--- src/hw/prot_pkg.sv ---
// shared constants and carriers of the protection master frame
package prot_pkg;

  ////////////////////////////////////////////////////////////////////////////
  // sizes
  localparam int unsigned N_ELEM_DEF = 8;     // default element count
  localparam int unsigned AW         = 8;     // apb address width

  ////////////////////////////////////////////////////////////////////////////
  // register byte offsets
  localparam logic [7:0] OFS_CTRL   = 8'h00;  // global settings
  localparam logic [7:0] OFS_SUPERV = 8'h04;  // supervision-only mask
  localparam logic [7:0] OFS_TBLK   = 8'h08;  // per-element trip command block
  localparam logic [7:0] OFS_DIREN  = 8'h0C;  // directional element mask
  localparam logic [7:0] OFS_DIRREV = 8'h10;  // configured direction, 1 = reverse
  localparam logic [7:0] OFS_GND    = 8'h14;  // element uses ground direction
  localparam logic [7:0] OFS_SPCAP  = 8'h18;  // single-phase capable mask
  localparam logic [7:0] OFS_MTA    = 8'h1C;  // phase / ground torque angles
  localparam logic [7:0] OFS_DELAY  = 8'h20;  // element trip delay in cycles
  localparam logic [7:0] OFS_STAT   = 8'h24;  // collective status, read only
  localparam logic [7:0] OFS_ESTAT  = 8'h28;  // element-local status, read only
  localparam logic [7:0] OFS_IRQST  = 8'h2C;  // sticky events, read only
  localparam logic [7:0] OFS_IRQCLR = 8'h30;  // event clear, write only
  localparam logic [7:0] OFS_IRQEN  = 8'h34;  // event enable

  ////////////////////////////////////////////////////////////////////////////
  // control field positions and reset values
  localparam int unsigned C_FUNC = 0;         // protection function active
  localparam int unsigned C_EXB  = 1;         // external_block_enable
  localparam int unsigned C_PTB  = 2;         // permanent_trip_command_block
  localparam int unsigned C_ETB  = 3;         // external_trip_block_enable
  localparam int unsigned C_ACB  = 4;         // phase sequence acb
  localparam logic [4:0]  CTRL_RESET  = 5'h01;
  localparam logic [15:0] DELAY_RESET = 16'h0000;
  localparam int unsigned MTA_GND_LSB = 16;   // ground angle field of mta word

  ////////////////////////////////////////////////////////////////////////////
  // event bits
  localparam int unsigned EV_ALARM = 0;       // general alarm rose
  localparam int unsigned EV_TRIP  = 1;       // general trip rose
  localparam int unsigned EV_BLOCK = 2;       // protection became blocked
  localparam int unsigned EV_W     = 3;

  ////////////////////////////////////////////////////////////////////////////
  // angles in whole degrees
  localparam logic [8:0] DEG_90  = 9'h05A;
  localparam logic [8:0] DEG_180 = 9'h0B4;
  localparam logic [8:0] DEG_270 = 9'h10E;
  localparam logic [8:0] DEG_360 = 9'h168;

  // modulo-360 sum of two angles below 360
  function automatic logic [8:0] ang_add(input logic [8:0] a, input logic [8:0] b);
    logic [9:0] s;
    s = {1'b0, a} + {1'b0, b};
    if (s >= {1'b0, DEG_360}) begin
      s = s - {1'b0, DEG_360};
    end
    return s[8:0];
  endfunction

  // modulo-360 difference a - b
  function automatic logic [8:0] ang_sub(input logic [8:0] a, input logic [8:0] b);
    return ang_add(a, DEG_360 - b);
  endfunction

  ////////////////////////////////////////////////////////////////////////////
  // carriers
  typedef enum logic [1:0] {
    DIR_NONE = 2'b00,                         // no result shown
    DIR_FWD  = 2'b01,                         // forward
    DIR_REV  = 2'b10,                         // reverse
    DIR_NP   = 2'b11                          // not possible
  } dir_type;

  typedef struct packed {
    logic          psel;
    logic          penable;
    logic          pwrite;
    logic [AW-1:0] paddr;
    logic [31:0]   pwdata;
  } apb_req_type;

  typedef struct packed {
    logic [31:0] prdata;
    logic        pready;
    logic        pslverr;
  } apb_rsp_type;

  typedef struct packed {
    logic [8:0] angle;                        // operating vs polarizing, degrees
    logic       ok;                           // magnitudes large enough
  } phasor_type;

endpackage
--- src/hw/dir_classify.sv ---
`timescale 1ns/1ps
`default_nettype none
// forward / reverse / not-possible decision for one direction quantity
module dir_classify (
  // clock and reset
  input  wire logic                 pclk,
  input  wire logic                 presetn,
  // quantities and settings
  input  wire prot_pkg::phasor_type ph,
  input  wire logic [8:0]           mta,
  input  wire logic                 acb,
  // result
  output var  prot_pkg::dir_type    dir_q
);
  import prot_pkg::*;

  typedef struct packed {
    dir_type dir;                             // registered decision
  } dc_state_type;

  dc_state_type s_q;                          // state
  dc_state_type s_d;                          // next state
  logic [8:0]   ref_ang;                      // direction angle
  logic [8:0]   diff;                         // offset from direction angle

  ////////////////////////////////////////////////////////////////////////////
  // decision: forward inside +-90 of the direction angle
  always_comb begin
    s_d     = s_q;
    ref_ang = acb ? ang_add(mta, DEG_180) : mta;
    diff    = ang_sub(ph.angle, ref_ang);
    if (!ph.ok) begin
      s_d.dir = DIR_NP;
    end else if (diff < DEG_90 || diff > DEG_270) begin
      s_d.dir = DIR_FWD;
    end else begin
      s_d.dir = DIR_REV;
    end
  end

  // register
  always_ff @(posedge pclk or negedge presetn) begin
    if (!presetn) begin
      s_q <= '0;
    end else begin
      s_q <= s_d;
    end
  end

  assign dir_q = s_q.dir;
endmodule // dir_classify
`default_nettype wire

--- src/hw/prot_master.sv ---
// Notes on behaviour
// - function inactive or blocked suppresses all protection
// - external block while either block input true
// - permanent trip command block inhibits commands only
// - external trip block while its input true
// - elements deliver separate alarm and trip
// - supervision-only: local status, no command, excluded
// - general alarm ors non-supervision alarms
// - general trip ors non-supervision trips
// - trip after delay with criterion still present
// - trip gives command unless command blocked
// - per-phase and ground collective alarms
// - per-phase trips from single-phase capable elements
// - weak phasors give not-possible direction
// - directional element trips only in configured direction
// - phase direction always, status only during fault
// - forward/reverse by line perpendicular to angle
// - forward within torque angle plus minus 90 (phase with acb set: within torque angle plus 180, plus minus 90)
//
// The implementer's own choices: the APB slave port and the register addresses.
`timescale 1ns/1ps
`default_nettype none
module prot_master #(
  parameter int unsigned N = prot_pkg::N_ELEM_DEF       // element count, at most 16
) (
  // clock and reset
  input  wire logic                  pclk,
  input  wire logic                  presetn,
  // register bus
  input  wire prot_pkg::apb_req_type apb_req,
  output var  prot_pkg::apb_rsp_type apb_rsp,
  // global blocking inputs
  input  wire logic                  external_block_input_1,
  input  wire logic                  external_block_input_2,
  input  wire logic                  external_trip_block_input,
  // element fault criteria
  input  wire logic [N-1:0][2:0]     elem_phase_alarm,
  input  wire logic [N-1:0]          elem_ground_alarm,
  // direction quantities
  input  wire prot_pkg::phasor_type  phase_phasor,
  input  wire prot_pkg::phasor_type  ground_phasor,
  // collective signals
  output var  logic                  general_alarm,
  output var  logic                  general_trip,
  output var  logic [2:0]            phase_general_alarm,
  output var  logic                  ground_general_alarm,
  output var  logic [2:0]            phase_general_trip,
  output var  logic [N-1:0]          element_trip_command,
  // direction results
  output var  prot_pkg::dir_type     phase_direction,
  output var  prot_pkg::dir_type     status_phase_direction,
  output var  prot_pkg::dir_type     status_ground_direction,
  // interrupt
  output var  logic                  irq
);
  import prot_pkg::*;

  ////////////////////////////////////////////////////////////////////////////
  // state
  typedef struct packed {
    logic [4:0]           ctrl;               // global settings
    logic [N-1:0]         superv;             // supervision-only
    logic [N-1:0]         tblk;               // element command block
    logic [N-1:0]         dir_en;             // directional elements
    logic [N-1:0]         dir_rev;            // wanted direction reverse
    logic [N-1:0]         gnd;                // uses ground direction
    logic [N-1:0]         spcap;              // single-phase capable
    logic [8:0]           phase_max_torque_angle;          // phase_max_torque_angle
    logic [8:0]           ground_mta;         // ground torque angle
    logic [15:0]          delay;              // trip delay cycles
    logic [N-1:0][15:0]   cnt;                // per-element delay timers
    logic [N-1:0]         e_alarm;            // element-local alarm
    logic [N-1:0]         e_trip;             // element-local trip
    logic                 gen_alarm;          // general alarm
    logic                 gen_trip;           // general trip
    logic [2:0]           ph_alarm;           // per-phase alarms
    logic                 gnd_alarm;          // ground alarm
    logic [2:0]           ph_trip;            // per-phase trips
    logic [N-1:0]         cmd;                // element_trip_command
    dir_type              st_ph;              // phase direction, fault only
    dir_type              st_gnd;             // ground direction, fault only
    logic [EV_W-1:0]      ev_st;              // sticky events
    logic [EV_W-1:0]      ev_en;              // event enables
    logic                 irq;                // interrupt level
    logic                 blocked;            // protection blocked
    apb_rsp_type          rsp;                // bus answer
  } pm_state_type;

  pm_state_type s_q;                          // state
  pm_state_type s_d;                          // next state
  dir_type      pdir;                         // phase decision
  dir_type      gdir;                         // ground decision
  logic         blk;                          // protection blocked now
  logic         tblk_all;                     // all commands blocked now
  logic         any_alarm;                    // fault event present
  logic [EV_W-1:0] ev;                        // events this cycle
  logic         acc;                          // apb access phase
  logic         done;                         // apb transfer completes
  logic [31:0]  rd;                           // read data
  logic         hit;                          // address mapped
  logic [31:0]  estat;                        // element status word

  ////////////////////////////////////////////////////////////////////////////
  // direction classifiers
  dir_classify u_phase_dir (
    .pclk    (pclk),
    .presetn (presetn),
    .ph      (phase_phasor),
    .mta     (s_q.phase_max_torque_angle),
    .acb     (s_q.ctrl[C_ACB]),
    .dir_q   (pdir)
  );

  dir_classify u_ground_dir (
    .pclk    (pclk),
    .presetn (presetn),
    .ph      (ground_phasor),
    .mta     (s_q.ground_mta),
    .acb     (1'b0),
    .dir_q   (gdir)
  );

  ////////////////////////////////////////////////////////////////////////////
  // next state: protection logic and register file
  always_comb begin
    s_d = s_q;
    // global blocking
    blk = !s_q.ctrl[C_FUNC]
        | (s_q.ctrl[C_EXB] & (external_block_input_1 | external_block_input_2));
    tblk_all = s_q.ctrl[C_PTB]
             | (s_q.ctrl[C_ETB] & external_trip_block_input);
    any_alarm   = 1'b0;
    s_d.gen_trip  = 1'b0;
    s_d.ph_alarm  = '0;
    s_d.gnd_alarm = 1'b0;
    s_d.ph_trip   = '0;
    // per-element timers, trips and commands
    for (int i = 0; i < N; i++) begin
      logic al;
      logic dok;
      logic tr;
      dir_type di;
      al  = (|elem_phase_alarm[i]) | elem_ground_alarm[i];
      di  = s_q.gnd[i] ? gdir : pdir;
      dok = !s_q.dir_en[i] || (di == (s_q.dir_rev[i] ? DIR_REV : DIR_FWD));
      // timer clears on drop-out or block
      if (blk || !al) begin
        s_d.cnt[i] = '0;
      end else if (s_q.cnt[i] != 16'hFFFF) begin
        s_d.cnt[i] = s_q.cnt[i] + 16'h0001;
      end
      tr = !blk && al && (s_q.cnt[i] >= s_q.delay) && dok;
      s_d.e_alarm[i] = !blk && al;
      s_d.e_trip[i]  = tr;
      s_d.cmd[i] = tr && !s_q.superv[i] && !s_q.tblk[i] && !tblk_all;
      if (!blk && !s_q.superv[i]) begin
        any_alarm     = any_alarm | al;
        s_d.gen_trip  = s_d.gen_trip | tr;
        s_d.ph_alarm  = s_d.ph_alarm | elem_phase_alarm[i];
        s_d.gnd_alarm = s_d.gnd_alarm | elem_ground_alarm[i];
        if (tr && s_q.spcap[i]) begin
          s_d.ph_trip = s_d.ph_trip | elem_phase_alarm[i];
        end
      end
    end
    s_d.gen_alarm = any_alarm;
    s_d.blocked   = blk;
    // direction status shown only while a fault is active
    s_d.st_ph  = any_alarm ? pdir : DIR_NONE;
    s_d.st_gnd = any_alarm ? gdir : DIR_NONE;
    // events and interrupt
    ev[EV_ALARM] = s_d.gen_alarm & ~s_q.gen_alarm;
    ev[EV_TRIP]  = s_d.gen_trip & ~s_q.gen_trip;
    ev[EV_BLOCK] = blk & ~s_q.blocked;
    // element status word
    estat = '0;
    for (int i = 0; i < N; i++) begin
      estat[i]      = s_q.e_alarm[i];
      estat[16 + i] = s_q.e_trip[i];
    end
    // apb decode
    acc = apb_req.psel & apb_req.penable;
    done = acc & s_q.rsp.pready;
    hit = 1'b1;
    rd  = '0;
    case (apb_req.paddr)
      OFS_CTRL:   rd[4:0] = s_q.ctrl;
      OFS_SUPERV: rd[N-1:0] = s_q.superv;
      OFS_TBLK:   rd[N-1:0] = s_q.tblk;
      OFS_DIREN:  rd[N-1:0] = s_q.dir_en;
      OFS_DIRREV: rd[N-1:0] = s_q.dir_rev;
      OFS_GND:    rd[N-1:0] = s_q.gnd;
      OFS_SPCAP:  rd[N-1:0] = s_q.spcap;
      OFS_MTA: begin
        rd[8:0] = s_q.phase_max_torque_angle;
        rd[MTA_GND_LSB +: 9] = s_q.ground_mta;
      end
      OFS_DELAY:  rd[15:0] = s_q.delay;
      OFS_STAT: begin
        rd[0]     = s_q.gen_alarm;
        rd[1]     = s_q.gen_trip;
        rd[4:2]   = s_q.ph_alarm;
        rd[5]     = s_q.gnd_alarm;
        rd[8:6]   = s_q.ph_trip;
        rd[9]     = s_q.blocked;
        rd[10]    = tblk_all;
        rd[13:12] = pdir;
        rd[15:14] = gdir;
      end
      OFS_ESTAT:  rd = estat;
      OFS_IRQST:  rd[EV_W-1:0] = s_q.ev_st;
      OFS_IRQCLR: rd = '0;
      OFS_IRQEN:  rd[EV_W-1:0] = s_q.ev_en;
      default:    hit = 1'b0;
    endcase
    // one wait state, answer registered
    s_d.rsp.pready = acc & ~s_q.rsp.pready;
    if (acc && !s_q.rsp.pready) begin
      s_d.rsp.prdata  = apb_req.pwrite ? 32'h0000_0000 : rd;
      s_d.rsp.pslverr = ~hit;
    end else begin
      s_d.rsp.prdata  = '0;
      s_d.rsp.pslverr = 1'b0;
    end
    // sticky events: set wins over clear
    s_d.ev_st = s_q.ev_st;
    if (done && apb_req.pwrite && apb_req.paddr == OFS_IRQCLR) begin
      s_d.ev_st = s_q.ev_st & ~apb_req.pwdata[EV_W-1:0];
    end
    s_d.ev_st = s_d.ev_st | ev;
    // register writes at completing edge
    if (done && apb_req.pwrite) begin
      case (apb_req.paddr)
        OFS_CTRL:   s_d.ctrl = apb_req.pwdata[4:0];
        OFS_SUPERV: s_d.superv = apb_req.pwdata[N-1:0];
        OFS_TBLK:   s_d.tblk = apb_req.pwdata[N-1:0];
        OFS_DIREN:  s_d.dir_en = apb_req.pwdata[N-1:0];
        OFS_DIRREV: s_d.dir_rev = apb_req.pwdata[N-1:0];
        OFS_GND:    s_d.gnd = apb_req.pwdata[N-1:0];
        OFS_SPCAP:  s_d.spcap = apb_req.pwdata[N-1:0];
        OFS_MTA: begin
          s_d.phase_max_torque_angle  = apb_req.pwdata[8:0];
          s_d.ground_mta = apb_req.pwdata[MTA_GND_LSB +: 9];
        end
        OFS_DELAY:  s_d.delay = apb_req.pwdata[15:0];
        OFS_IRQEN:  s_d.ev_en = apb_req.pwdata[EV_W-1:0];
        default:    s_d.ev_en = s_d.ev_en;
      endcase
    end
    s_d.irq = |(s_d.ev_st & s_d.ev_en);
  end

  ////////////////////////////////////////////////////////////////////////////
  // registers, cleared in reset except ctrl and delay, which load CTRL_RESET and DELAY_RESET
  always_ff @(posedge pclk or negedge presetn) begin
    if (!presetn) begin
      s_q       <= '0;
      s_q.ctrl  <= CTRL_RESET;
      s_q.delay <= DELAY_RESET;
    end else begin
      s_q       <= s_d;
    end
  end

  // outputs straight from state
  assign apb_rsp                 = s_q.rsp;
  assign general_alarm           = s_q.gen_alarm;
  assign general_trip            = s_q.gen_trip;
  assign phase_general_alarm     = s_q.ph_alarm;
  assign ground_general_alarm    = s_q.gnd_alarm;
  assign phase_general_trip      = s_q.ph_trip;
  assign element_trip_command    = s_q.cmd;
  assign phase_direction         = pdir;
  assign status_phase_direction  = s_q.st_ph;
  assign status_ground_direction = s_q.st_gnd;
  assign irq                     = s_q.irq;

  ////////////////////////////////////////////////////////////////////////////
  // checks
  // per-element criterion present, used only by the checks below
  logic [N-1:0] elem_any;                     // any criterion of element
  always_comb begin
    for (int i = 0; i < N; i++) begin
      elem_any[i] = (|elem_phase_alarm[i]) | elem_ground_alarm[i];
    end
  end
endmodule // prot_master
`default_nettype wire

--- config.mk ---
export PLATFORM = sky130hd
export DESIGN_NAME = prot_master
export DESIGN_NICKNAME = d
export VERILOG_FILES = /design/src/hw/prot_pkg.sv /design/src/hw/dir_classify.sv /design/src/hw/prot_master.sv
export SDC_FILE = /design/constraint.sdc
export NUM_CORES = 1
export LEC_CHECK = 0
export BUFFER_PORTS_ARGS = -buffer_cell sky130_fd_sc_hd__buf_4
export CAP_MARGIN = 10
export CORE_UTILIZATION = 43
export CTS_CLUSTER_SIZE = 10
export DETAILED_ROUTE_END_ITERATION = 16
export PLACE_DENSITY = 0.66
export SLEW_MARGIN = 10
export SYNTH_ARGS = -nofsm -noshare
export SYNTH_HDL_FRONTEND = slang
export SYNTH_SLANG_ARGS = --single-unit
--- constraint.sdc ---
create_clock -name pclk -period 5.04 [get_ports pclk]
set_input_delay 0.252 -clock pclk [delete_from_list [all_inputs] [get_ports pclk]]
set_output_delay 0.252 -clock pclk [all_outputs]
set_load 0.01 [all_outputs]
== Yosys cells after proc, flatten, opt, wreduce, memory -nomap -nowiden ==
Cells that the tools add are included.
Operators by class
  muxes and demuxes: 81
  bitwise operators: 63
  divide/modulo/power cells: 0
  magnitude comparators: 15
  multiply operators: 0
  add/subtract/negate cells: 16
  shift operators: 0
  equal/unequal tests: 29
  reduce and logical (&&, ||, !) cells: 149
Operator list (count)
  $mux W16: 16
  $add A16 B1 Y16 const B: 8
  $ge A16 B16 Y1: 8
  $ne A16 B16 Y1 const B: 8
  $logic_and A1 B1 Y1: 67
  $mux W8: 8
  $mux W25: 2
  $eq A8 B6 Y1 const B: 6
  $or A3 B3 Y3: 15
  $mux W2: 22
  $pmux W3 S13: 1
  $logic_not A1 Y1: 36
  $mux W9: 4
  $mux W3: 11
  $eq A8 B5 Y1 const B: 4
  $or A1 B1 Y1: 32
  $ge A10 B9 Y1 const B: 3
  $pmux W3 S10: 1
  $reduce_or A3 Y1: 9
  $sub A9 B9 Y9 const B: 3
  $pmux W2 S11: 1
  $add A9 B9 Y10: 2
  $gt A9 B9 Y1 const B: 2
  $logic_or A1 B1 Y1: 18
  19 further kinds: 66
Word-level totals
  memories kept: 0
  bits in writable memories: 0
  output and inout port bits: 58
  ROM bits: 0
  bits in latches: 0
  register bits after elaboration: 298

== Depth between registers and ports, before layout ==
  word-level depth: 35
  gate-level depth with buffers: 21
  mapped depth without buffers: 21

== Cells and area by module ==
Synthesis repeated with hierarchy kept, for this count alone.
Unflattened totals
  cells, all modules: 1992
  area, all modules: 19243.5 um2
By module, submodules not included
  prot_master: cells an instance 1592, instances 1, area each 16314.4 um2
  dir_classify at u_phase_dir: cells an instance 214, instances 1, area each 1559.0 um2
  dir_classify at u_ground_dir: cells an instance 186, instances 1, area each 1370.1 um2

== Worst setup path after synthesis ==
Ideal clock, no wire load.
  path type: reg2reg
  start point: register s_q[234] in the netlist's numbering
  end point: register u_phase_dir.s_q, in the netlist u_phase_dir.dir_q[1]
  buffers on the path: 1
  data arrival time: 4.508 ns
  cell stages (with the launch flop): 22
  library setup time: 0.132 ns
  setup slack: 0.401 ns
  cells stage by stage: dfrtp_1 > ha_1 > buf_2 > xor2_1 > nand3_1 > o32a_1 > o21a_1 > o311ai_2 > o21ai_1 > nor2b_1 > nor2_1 > xnor2_1 > ha_1 > nor3b_1 > a311oi_1 > o311ai_4 > xnor3_1 > a211oi_1 > a21oi_1 > o21ai_0 > and4_1 > or3b_1
RTL lines
  from (decl): RTL line prot_master.sv:89  | pm_state_type s_q;
  to (signal assigned): RTL line dir_classify.sv:44  | s_q <= '0;
  to (signal assigned): RTL line dir_classify.sv:46  | s_q <= s_d;
  to (decl): RTL line dir_classify.sv:21  | dc_state_type s_q;

==> results.json <==
{
  "outcome": "completed",
  "hold_depth": 3,
  "synth-warning-count": 0,
  "cts_tree": "yes",
  "worstSetupPathType": "flip-flop to flip-flop",
  "routabilityCongestion": 0.9228,
  "dieArea_um2": 44970,
  "slew_viol_final": 0,
  "wire_per_inst_um": 20.96,
  "post-route-util_pct": 50.40,
  "finalClockSkew_ns": 0.01070,
  "fp-row-count": 76,
  "cp-end-kind": "flip-flop",
  "ys_top_cells_by_area": "dfrtp_1 (38%), ha_1 (11%), mux2_2 (4.6%), nor2_1 (3.9%), xor2_1 (3.1%)",
  "ys_types": 95,
  "vias": 16010,
  "cts_buffers": 36,
  "layout_common_cells": "dfrtp_1 (288), nor2_1 (195), buf_4 (169)",
  "drt-initial-drc-count": 1336,
  "die_y_um": 212.1,
  "synthFlopType": "dfrtp_1",
  "layout.cells.non_filler": 2723,
  "synth_largest_area_cell": "dfrtp_1",
  "period_share_pct": 94.14,
  "antenna_cells": 0,
  "clockRootBuffer": "clkbuf_16",
  "port_buffers": 143,
  "overflow": 0,
  "fin_area_um2": 21810,
  "dpl_cell_area_um2": 20430,
  "tightest_slew_ns": 1.076,
  "detail-route-antenna-nets": 0,
  "vias_per_cell": 5.881,
  "grt_pass1_vias": 15500,
  "cts_sinks": 291,
  "path_max_fanout": 13,
  "clockBufferDepth": 3,
  "worstPathRequired_ns": 5.46,
  "ys_async_sr_fraction_pct": 100.0,
  "synth_edf_count": 0,
  "drc": 0,
  "multi_input_area_um2": 10870,
  "clk_pin_slew_ns": 0.05,
  "synth_area_per_cell_um2": 9.559,
  "synth-seq-cells": 291,
  "drive_gt1_share_pct": 15.86,
  "vdd_ir_drop_max_mv": 0.2063,
  "p_total_mw": 5.168,
  "clock_latency_ns": 0.55,
  "dp_cells": 2641,
  "fin_hold_ws_ns": 0.03022,
  "r2r.worst_path.cells": 18,
  "drt_pass1_iterations": 5,
  "period_needed_ns": 4.745,
  "grt_max_degree": 113,
  "setup-violations-final": 0,
  "layout.nets": 2389,
  "post-dp-hpwl_um": 41890,
  "fp.coreArea_um2": 43270,
  "seqCellArea_um2": 7286,
  "grt_usage_pct": 25.48,
  "start_util_pct": 43.85,
  "nFillCells": 4036,
  "yosysTopAreaCellShare_pct": 38.25,
  "start_kind": "flip-flop",
  "top_level_ports": 158,
  "fmax_mhz": 210.8,
  "slew_headroom_pct": 28.03,
  "areaGrowthSynthToFinish_pct": 14.94,
  "syn_inst": 1985,
  "h-tree-depth": 2,
  "layout_setup_ws_ns": 0.2955,
  "syn_area_um2": 18970,
  "yosysSeqAreaShare_pct": 38.38,
  "drv_cap": 0,
  "fin_tns_setup_ns": 0,
  "hold_path_class": "input pin to flip-flop",
  "final_common_cell": "dfrtp_1",
  "finalHoldViolCount": 0,
  "antenna_found_initial": 1,
  "die_w_um": 212.1,
  "grt_pass1_wl_um": 87820,
  "drt_wl_total_um": 57090,
  "pre_cts_ws_ns": 0.04495,
  "p_leak_nw": 10.49,
  "arrival_ns": 5.17,
  "p_per_area_nw_per_um2": 237.0
}
-- what timing repair did --
item                                    4_1_cts  5_1_grt
hold endpoints to repair                    135        0
setup buffers                                 0        5
endpoints found under the setup margin        0        2
gates resized for setup                       0       17
hold buffers                                 25        0
-- critical path: stages (launching register included) --
cell and delay (ns):
dfrtp_2 0.47, ha_1 0.27, xor2_2 0.22, nand3_1 0.11, o32a_1 0.34, o21a_1 0.17
o311ai_2 0.27, buf_4 0.17, a21o_1 0.13, xor2_1 0.22, ha_2 0.40, nor3_1 0.27
nor2_1 0.07, a211o_1 0.38, a311oi_2 0.38, nor3_1 0.10, o2bb2ai_1 0.19, a311oi_2 0.08
or3b_1 0.39
-- report_power, final --
part	total (mW)	leakage, nW	internal (mW)	switching [mW]
Combinational	0.442	6.04	0.181	0.261
Clock	2.35	0.491	1.34	1.01
Sequential	2.38	3.95	2.35	0.0272
Total	5.17	10.5	3.87	1.30
-- path summary, 6_finish.rpt --
path	startpoint	endpoint	slack [ns]
worst max register to register	s_q[234]	u_phase_dir.dir_q[1]	0.30
min in group asynchronous	presetn	s_q[97]	0.29
max in group asynchronous	presetn	s_q[200]	3.49
worst max-delay path	s_q[234]	u_phase_dir.dir_q[1]	0.30
worst min register to register	s_q[280]	element_trip_command[7]	0.47
worst min-delay path	apb_req[3]	s_q[210]	0.03
-- state kept, by name (all words and copies together), names as in the netlist --
signal,count
apb_rsp,27
element_trip_command,8
estat,16
general_alarm,1
general_trip,1
ground_general_alarm,1
irq,1
phase_general_alarm,3
phase_general_trip,3
s_q,222
status_ground_direction,2
status_phase_direction,2
u_ground_dir.dir_q,2
u_phase_dir.dir_q,2
-- synthesized netlist by cell type (all sizes together), types with 17 or more instances --
cell    instances
o21a           18
nor3           42
xor2           68
xnor2          37
a21o           42
a211oi         24
nand2         142
and2           21
nor2          196
and3           38
a22oi          38
buf            66
nand4          56
mux2i          17
a31oi          17
or3            22
clkbuf         35
a221oi         18
a21oi          73
nand2b         32
o21ai          95
mux2           77
ha            163
dfrtp         290
inv            93
nand3          62
-- final cells by class --
cell class / count / share of cell area (%)
inverters: 94 / 1.618
clock buffers: 48 / 4.429
well taps: 585 / 3.356
repair buffers: 196 / 7.126
flip-flops and latches: 291 / 33.41
clock inverters: 4 / 0.2410
multi-input cells: 1505 / 49.82
-- cells by family (layout without fill, tap and decap cells) --
family | count (synthesis) | in the layout | synth area share, %
muxes | 101 | 101 | 6.297
DFF | 291 | 291 | 38.38
buffers and inverters | 195 | 342 | 4.979
xor gates and xnor gates | 106 | 106 | 5.005
other | 1 | 7 | 0.01976
AOI/OAI and AO/OA | 439 | 439 | 16.27
adders and majority gates | 165 | 165 | 10.96
and+or+nand+nor | 687 | 687 | 18.08
-- layer usage --
| layer | vias to the layer above | part of all wire [%] | GRT usage, % |
|---|---|---|---|
| met3 | 116 | 7.4 | 4.860 |
| li1 | 7485 | - | - |
| met4 | 2 | 3.8 | 10.62 |
| met1 | 7827 | 44 | 34.14 |
| met2 | 583 | 45 | 40.14 |
| met5 | - | 0.11 | 1.112 |
No activity file was read; power rests on OpenSTA's default activity.
